==> config.mk <==
export PLATFORM = sky130hd
export DESIGN_NAME = wlbr_top
export DESIGN_NICKNAME = d
export VERILOG_FILES = /design/src/wlbr_pkg.sv /design/src/wlbr_branch_unit.sv /design/src/wlbr_top.sv
export SDC_FILE = /design/constraint.sdc
export NUM_CORES = 1
export LEC_CHECK = 0
export BUFFER_PORTS_ARGS = -buffer_cell sky130_fd_sc_hd__buf_2
export CAP_MARGIN = 20
export CORE_ASPECT_RATIO = 0.75
export CORE_MARGIN = 4
export CORE_UTILIZATION = 55
export DETAILED_ROUTE_END_ITERATION = 6
export GPL_TIMING_DRIVEN = 0
export MAX_ROUTING_LAYER = met4
export PLACE_DENSITY = 0.75
export SLEW_MARGIN = 20
export SYNTH_ARGS = -nofsm -noshare
export SYNTH_HDL_FRONTEND = slang
export SYNTH_SLANG_ARGS = --single-unit
==> constraint.sdc <==
create_clock -name clk -period 5.6 [get_ports clk]
set_clock_uncertainty 0.2 [all_clocks]
set_input_delay 0.84 -clock clk [delete_from_list [all_inputs] [get_ports clk]]
set_output_delay 0.84 -clock clk [all_outputs]
set_load 0.01 [all_outputs]
==> src/wlbr_pkg.sv <==
package wlbr_pkg;

    // Widths of the loop state, the bus and the command code
    localparam int ROT_N = 48;
    localparam int RRB_W = 6;
    localparam int EC_W = 6;
    localparam int LC_W = 32;
    localparam int ADR_W = 8;
    localparam int DAT_W = 32;
    localparam int SEL_W = 4;
    localparam int OP_W = 3;

    // Register byte offsets
    localparam logic [ADR_W-1:0] OFF_CMD = 8'h00;
    localparam logic [ADR_W-1:0] OFF_EC = 8'h04;
    localparam logic [ADR_W-1:0] OFF_LC = 8'h08;
    localparam logic [ADR_W-1:0] OFF_PRED_LO = 8'h0c;
    localparam logic [ADR_W-1:0] OFF_PRED_HI = 8'h10;
    localparam logic [ADR_W-1:0] OFF_RRB = 8'h14;
    localparam logic [ADR_W-1:0] OFF_MAP = 8'h18;

    // Command word fields
    localparam int CMD_OP_LSB = 0;
    localparam int CMD_BP_BIT = 3;
    localparam int CMD_UNC_BIT = 4;
    localparam int CMD_TGT_LSB = 8;
    localparam int STAT_TAKEN_BIT = 0;
    localparam int STAT_ROT_BIT = 1;
    localparam int PRED_HI_W = ROT_N - DAT_W;

    // Command codes
    localparam logic [OP_W-1:0] OP_NONE = 3'h0;
    localparam logic [OP_W-1:0] OP_WTOP = 3'h1;
    localparam logic [OP_W-1:0] OP_CTOP = 3'h2;
    localparam logic [OP_W-1:0] OP_CMP = 3'h3;

    // Constants and reset values
    localparam logic [RRB_W-1:0] ROT_LAST = 6'h2f;
    localparam logic [EC_W-1:0] EC_ONE = 6'h01;
    localparam logic [LC_W-1:0] LC_ONE = 32'h0000_0001;
    localparam logic [EC_W-1:0] EC_RST = 6'h00;
    localparam logic [LC_W-1:0] LC_RST = 32'h0000_0000;
    localparam logic [ROT_N-1:0] PRED_RST = 48'h0000_0000_0000;
    localparam logic [RRB_W-1:0] RRB_RST = 6'h00;

    typedef struct packed {
        logic cyc;
        logic stb;
        logic we;
        logic [ADR_W-1:0] adr;
        logic [SEL_W-1:0] sel;
        logic [DAT_W-1:0] dat;
    } wlbr_wb_req_type;

    typedef struct packed {
        logic [EC_W-1:0] ec;
        logic [LC_W-1:0] lc;
        logic [ROT_N-1:0] pred;
        logic [RRB_W-1:0] rrb;
    } wlbr_loop_type;

    typedef struct packed {
        logic ack;
        logic [DAT_W-1:0] rdat;
        wlbr_loop_type loop;
        logic taken;
        logic last_taken;
        logic last_rotated;
        logic [RRB_W-1:0] map_idx;
    } wlbr_state_type;

    // Rename base steps down, wrapping over the rotating file
    function automatic logic [RRB_W-1:0] wlbr_rrb_dec(input logic [RRB_W-1:0] rrb);
        return (rrb == RRB_RST) ? ROT_LAST : rrb - 6'h01;
    endfunction

    // Logical rotating index to physical slot under the rename base
    function automatic logic [RRB_W-1:0] wlbr_rename(input logic [RRB_W-1:0] idx,
                                                     input logic [RRB_W-1:0] rrb);
        logic [RRB_W:0] sum;
        sum = {1'b0, idx} + {1'b0, rrb};
        if (idx > ROT_LAST) begin
            return idx;
        end
        if (sum > {1'b0, ROT_LAST}) begin
            sum = sum - {1'b0, ROT_LAST} - 7'h01;
        end
        return sum[RRB_W-1:0];
    endfunction

endpackage

==> src/wlbr_branch_unit.sv <==
module wlbr_branch_unit (
    // Command
    input wire logic [wlbr_pkg::OP_W-1:0] op,
    input wire logic branch_pred,
    // Loop state before and after
    input wlbr_pkg::wlbr_loop_type cur,
    output wlbr_pkg::wlbr_loop_type nxt,
    // Outcome
    output logic taken,
    output logic rotated
);
    import wlbr_pkg::*;

    // Loop branch decision, counter update and rotation
    always_comb begin
        logic new_bit;
        new_bit = 1'b0;
        nxt = cur;
        taken = 1'b0;
        rotated = 1'b0;
        case (op)
            OP_WTOP: begin
                // Loop count is never consulted here
                if (branch_pred) begin
                    taken = 1'b1;
                    rotated = 1'b1;
                end else if (cur.ec > EC_ONE) begin
                    taken = 1'b1;
                    rotated = 1'b1;
                    nxt.ec = cur.ec - EC_ONE;
                end else if (cur.ec == EC_ONE) begin
                    rotated = 1'b1;
                    nxt.ec = cur.ec - EC_ONE;
                end
                new_bit = 1'b0;
            end
            OP_CTOP: begin
                // Single-cycle continue decision feeds the first stage
                if (cur.lc != LC_RST) begin
                    taken = 1'b1;
                    rotated = 1'b1;
                    nxt.lc = cur.lc - LC_ONE;
                    new_bit = 1'b1;
                end else if (cur.ec > EC_ONE) begin
                    taken = 1'b1;
                    rotated = 1'b1;
                    nxt.ec = cur.ec - EC_ONE;
                end else if (cur.ec == EC_ONE) begin
                    rotated = 1'b1;
                    nxt.ec = cur.ec - EC_ONE;
                end
            end
            default: begin
                taken = 1'b0;
            end
        endcase
        // Shift stage predicates up and lower the rename base
        if (rotated) begin
            nxt.pred = {cur.pred[ROT_N-2:0], new_bit};
            nxt.rrb = wlbr_rrb_dec(cur.rrb);
        end
    end

endmodule

==> src/wlbr_top.sv <==
// Functional notes
// - Registers are renamed against a rename base that each rotation decrements.
// - While branch, predicate zero: continue only if epilog counter above one; decrement.
// - While branch falling out still decrements epilog counter and rotates once.
// - Conditional compare with false result leaves its target predicate alone.
// - Unconditional compare always writes target, zero when condition fails.
// - Rotation moves each stage predicate into the next higher one.
// - Counted branch decides continue in one cycle, result into first stage predicate.
// - While branch ignores the loop count register entirely.
// - After a while branch rotation the first stage predicate is zero.
//
// Implementation choices: the address map and the Wishbone register port.
module wlbr_top (
    // Clock and reset
    input wire logic clk,
    input wire logic resetn,
    // Wishbone slave
    input wlbr_pkg::wlbr_wb_req_type wb_req,
    output logic wb_ack,
    output logic [wlbr_pkg::DAT_W-1:0] wb_dat,
    // Branch outcome
    output logic branch_taken,
    output logic [wlbr_pkg::RRB_W-1:0] rename_base
);
    import wlbr_pkg::*;

    logic [1:0] rst_sync;
    logic rst_n_q;
    wlbr_state_type st;
    wlbr_state_type next_st;
    wlbr_loop_type bu_nxt;
    logic bu_taken;
    logic bu_rot;
    logic req_live;
    logic do_cmd;
    logic [OP_W-1:0] cmd_op;
    logic cmd_bp;
    logic cmd_unc;
    logic [RRB_W-1:0] cmd_tgt;

    // Byte-lane merge of a write into a word
    function automatic logic [DAT_W-1:0] merge(input logic [DAT_W-1:0] old_w,
                                               input logic [DAT_W-1:0] new_w,
                                               input logic [SEL_W-1:0] sel);
        logic [DAT_W-1:0] res;
        res = old_w;
        for (int i = 0; i < SEL_W; i++) begin
            if (sel[i]) begin
                res[i*8 +: 8] = new_w[i*8 +: 8];
            end
        end
        return res;
    endfunction

    // Reset release through two flip-flops
    always_ff @(posedge clk or negedge resetn) begin
        if (!resetn) begin
            rst_sync <= 2'h0;
        end else begin
            rst_sync <= {rst_sync[0], 1'b1};
        end
    end
    assign rst_n_q = rst_sync[1];

    // Command decode
    assign req_live = wb_req.cyc & wb_req.stb;
    assign do_cmd = req_live & st.ack & wb_req.we & (wb_req.adr == OFF_CMD);
    assign cmd_op = wb_req.dat[CMD_OP_LSB +: OP_W];
    assign cmd_bp = wb_req.dat[CMD_BP_BIT];
    assign cmd_unc = wb_req.dat[CMD_UNC_BIT];
    assign cmd_tgt = wb_req.dat[CMD_TGT_LSB +: RRB_W];

    wlbr_branch_unit u_branch (
        .op(cmd_op),
        .branch_pred(cmd_bp),
        .cur(st.loop),
        .nxt(bu_nxt),
        .taken(bu_taken),
        .rotated(bu_rot)
    );

    // Bus answer, register writes and command execution
    always_comb begin
        logic [DAT_W-1:0] rd;
        logic [DAT_W-1:0] wtmp;
        rd = '0;
        wtmp = '0;
        next_st = st;
        next_st.ack = 1'b0;
        next_st.taken = 1'b0;
        // Read data captured as ack rises, held for the ack cycle
        case (wb_req.adr)
            OFF_CMD: begin
                rd[STAT_TAKEN_BIT] = st.last_taken;
                rd[STAT_ROT_BIT] = st.last_rotated;
            end
            OFF_EC: rd[EC_W-1:0] = st.loop.ec;
            OFF_LC: rd = st.loop.lc;
            OFF_PRED_LO: rd = st.loop.pred[DAT_W-1:0];
            OFF_PRED_HI: rd[PRED_HI_W-1:0] = st.loop.pred[ROT_N-1:DAT_W];
            OFF_RRB: rd[RRB_W-1:0] = st.loop.rrb;
            OFF_MAP: rd[RRB_W-1:0] = wlbr_rename(st.map_idx, st.loop.rrb);
            default: rd = '0;
        endcase
        if (req_live && !st.ack) begin
            next_st.ack = 1'b1;
            next_st.rdat = rd;
        end
        // Writes take effect at the edge where the master sees ack
        if (req_live && st.ack && wb_req.we) begin
            case (wb_req.adr)
                OFF_CMD: begin
                    if (cmd_op == OP_WTOP || cmd_op == OP_CTOP) begin
                        next_st.loop = bu_nxt;
                        next_st.taken = bu_taken;
                        next_st.last_taken = bu_taken;
                        next_st.last_rotated = bu_rot;
                    end else if (cmd_op == OP_CMP && cmd_tgt <= ROT_LAST) begin
                        if (cmd_unc) begin
                            next_st.loop.pred[cmd_tgt] = cmd_bp;
                        end else if (cmd_bp) begin
                            next_st.loop.pred[cmd_tgt] = 1'b1;
                        end
                    end
                end
                OFF_EC: begin
                    wtmp = merge({{(DAT_W-EC_W){1'b0}}, st.loop.ec}, wb_req.dat, wb_req.sel);
                    next_st.loop.ec = wtmp[EC_W-1:0];
                end
                OFF_LC: next_st.loop.lc = merge(st.loop.lc, wb_req.dat, wb_req.sel);
                OFF_PRED_LO: begin
                    wtmp = merge(st.loop.pred[DAT_W-1:0], wb_req.dat, wb_req.sel);
                    next_st.loop.pred[DAT_W-1:0] = wtmp;
                end
                OFF_PRED_HI: begin
                    wtmp = merge({{(DAT_W-PRED_HI_W){1'b0}}, st.loop.pred[ROT_N-1:DAT_W]},
                                 wb_req.dat, wb_req.sel);
                    next_st.loop.pred[ROT_N-1:DAT_W] = wtmp[PRED_HI_W-1:0];
                end
                OFF_RRB: begin
                    if (wb_req.dat[RRB_W-1:0] <= ROT_LAST) begin
                        next_st.loop.rrb = wb_req.dat[RRB_W-1:0];
                    end
                end
                OFF_MAP: next_st.map_idx = wb_req.dat[RRB_W-1:0];
                default: next_st.ack = 1'b0;
            endcase
        end
    end

    // State register
    always_ff @(posedge clk or negedge rst_n_q) begin
        if (!rst_n_q) begin
            st.ack <= 1'b0;
            st.rdat <= '0;
            st.loop.ec <= EC_RST;
            st.loop.lc <= LC_RST;
            st.loop.pred <= PRED_RST;
            st.loop.rrb <= RRB_RST;
            st.taken <= 1'b0;
            st.last_taken <= 1'b0;
            st.last_rotated <= 1'b0;
            st.map_idx <= RRB_RST;
        end else begin
            st <= next_st;
        end
    end

    // Outputs straight from the state register
    assign wb_ack = st.ack;
    assign wb_dat = st.rdat;
    assign branch_taken = st.taken;
    assign rename_base = st.loop.rrb;
endmodule

==> run metrics <==
die span in x=164 um; Final min period=3.65 ns; CP peak stage delay=0.69 ns; Async SR Flop Fraction=100%; Ys Warns=0; worst-margin pin slew=1.02 ns; Starting Density=56.4%; crit share post-route=65.2%; top layer in use=met4; pwr/cell area=226 nW/um^2; Clock transition at path regs=0.06 ns; post-synthesis compound-gate area fraction=29.5%; r2r worst-path depth=11; ANT nets after route=0; vias=10.9k; TritonCTS clock tree=done; CTS sink count=136; critical path type=primary input to register; area grow syn2layout=14.3%; slowest CP cell=a2111oi_0; met3 wire length=5.39 mm; num rows=42; die area=20500 um^2; Avg Vias per Cell=6.79; Post-CTS Setup Inserts=0; maximum vdd drop=0.141 mV; Max-Cap Viols=0; syn_nets=1313; CP max FO=10; per-cell routed wire length=23.8 um; Peak Freq=274 MHz; Remaining DRCs=0; Seq/Total Area, Yosys=33.8%; Post-Synth Simple-Gate Area=17.0%; Slew HR=31.3%; # port buffers=83; Clock Latency Late Sink=0.45 ns; CTS Buf Count=17; Top Ports=89; Syn Std Cell Area=10100 um^2; DP HPWL=27.6 mm; CTS root buf=clkbuf_16; Levels on crit path=9; Reg2Reg Launch Point=st[63]; core area=17800 um^2; drt pass-1 iters=7; crit path launch type=primary input; pin count of the biggest net entering global routing=45; Critical Path RT=5.74 ns; unrepaired setup endpoints after global routing=no; met1 wire length=16.0 mm; Primary FF master, synth=dfrtp_1; Synth cell types=80; total negative slack=0 ns; global-route wire length before repair=58.2 mm; family with the most delay on the worst path=simple AND/OR/NAND/NOR gates; grt total ovfl=0; worst hold path class=register to async pin; Synth Area in XOR/XNOR=0.523%; GRT Util Overall=37.8%; Post-Syn Area per Cell=8.04 um^2; Cell Count, Final, Fillers Out=1612; layout cell share with drive strength beyond 1=17.2%; CTS max path bufs=2; Setup Viol. Count Final=0; worst path cell trace=buf_2, and4bb_2, buf_2, nand2_1, nand3_1, clkbuf_1, nor2_1, a2111oi_0, mux2i_1; Top cell by count, worst path=buf_2; largest family of logic cells by synthesized area=compound AO/OA/AOI/OAI gates; number of synthesized flops with an enable pin=0; status=completed; CP bufs+invs=3; Max Slew Vio Count=0; post-synthesis adder-cell area fraction=1.69%; initial antenna violation count=0; # diodes=0; CP Data Arrival Time=3.79 ns; Post-Synthesis Cells=1251; endpoint class of the critical path=register; wirelength, routed=38.3 mm; NumNets Final=1419; H-Tree Depth=4; final hold violations=0; #FFs+latches synth=136; Die Y=125 um; Starting DRT DRC Count=1926; Placer Congestion=1.02; mux share of post-synthesis cell area=7.16%; cell count after placement=1579; routed wl met2=15.8 mm; P_leak=0.00496 uW; Worst Setup SP=wb_req[36]; number of global-route vias before repair=9857
## through the flow
step	hold WS [ns]	area [um^2]	setup slack, ns	power [uW]	utilization [%]
after floorplan	0.131	10100	1.33	1250	-
after global routing	0.125	11500	1.84	2660	64.5
after global placement	0.137	10800	-0.489	1370	60.5
final	0.0801	11500	1.95	2590	64.5
after detailed placement	0.0900	10900	1.65	1380	61.0
after CTS	0.0986	11500	2.07	2580	64.5
## final timing paths
path	end	slack, ns
setup / recovery	st[22]	1.95
hold / removal	st[96]	0.08
setup reg to reg	st[22]	2.11
hold reg to reg	st[96]	0.08
max in group asynchronous	st[87]	4.51
min in group clk	rst_sync[1]	0.16
## worst reg2reg max path, delay by kind of cell, from the launching register on
kind / cells / cell delay (ns)
AO/OA/AOI/OAI: 2 / 0.96
AND/OR/NAND/NOR: 3 / 0.53
multiplexers: 1 / 0.34
buffers and inverters: 4 / 0.70
adder cells (fa/ha/maj): 1 / 0.23
flip-flops: 1 / 0.44
## cell usage in the layout (no fill, tap or decap), types with 25 or more instances in the layout
cell,count
nand3_1,25
o21ai_0,112
o22ai_1,66
nor2_1,165
clkbuf_1,87
buf_2,96
mux2i_1,28
inv_1,64
nand2_1,81
dfrtp_1,135
a221oi_1,32
buf_4,44
a21oi_1,109
## layout make-up
cell class	instances	area (um^2)
Timing Repair Buffer	87	493
Buffer	150	786
Sequential cell	136	3410
Tap cell	242	303
Multi-Input combinational cell	900	5650
Clock buffer	19	443
Clock inverter	13	168
Fill cell	1575	6320
Inverter	65	244
## cell usage after synthesis, types with 13 or more instances
master / number / area [um^2]
buf_2: 13 / 65.1
inv_1: 64 / 240
nand2_1: 81 / 304
o22ai_1: 66 / 413
a2111oi_0: 15 / 131
nand3_1: 25 / 125
dfrtp_1: 136 / 3400
o21ai_0: 112 / 561
a21oi_1: 109 / 546
mux2_2: 22 / 248
clkbuf_1: 86 / 323
mux2i_1: 28 / 280
a22oi_1: 20 / 150
a221oi_1: 32 / 280
nor2_1: 165 / 619
a221o_1: 20 / 200
buf_4: 44 / 330
nor3_1: 15 / 75.1
## layer usage
| metal | vias to the layer above | global-route usage [%] |
|---|---|---|
| li1 | 4791 | - |
| met1 | 5203 | 55.4 |
| met2 | 841 | 50.7 |
| met3 | 103 | 9.70 |
| met4 | 0 | 12.3 |
| met5 | - | - |
## registers in the layout, summed over array words and instances (netlist names)
register,cells
st,94
wb_dat,32
rename_base,6
rst_sync,2
branch_taken,1
wb_ack,1
## where the power goes
| part | switching (uW) | internal (uW) |
|---|---|---|
| sequential | 18.7 | 1010 |
| clock | 501 | 717 |
| combinational | 218 | 132 |
| total | 738 | 1860 |
## kinds of logic (layout without fill, tap and decap cells)
logic type               Yosys count  count (layout)
adder cells (fa/ha/maj)           13              13
AO/OA/AOI/OAI                    451             451
buffers and inverters            215             334
XOR/XNOR                           6               6
AND/OR/NAND/NOR                  364             364
other                              1               1
multiplexers                      65              65
flip-flops                       136             136
## timing repair
action | 4_1_cts | 5_1_grt
endpoints found under the hold margin | 2 | 0
gates resized for setup | 0 | 0
hold buffers | 1 | 0
Power figures use the tool's default switching activity.
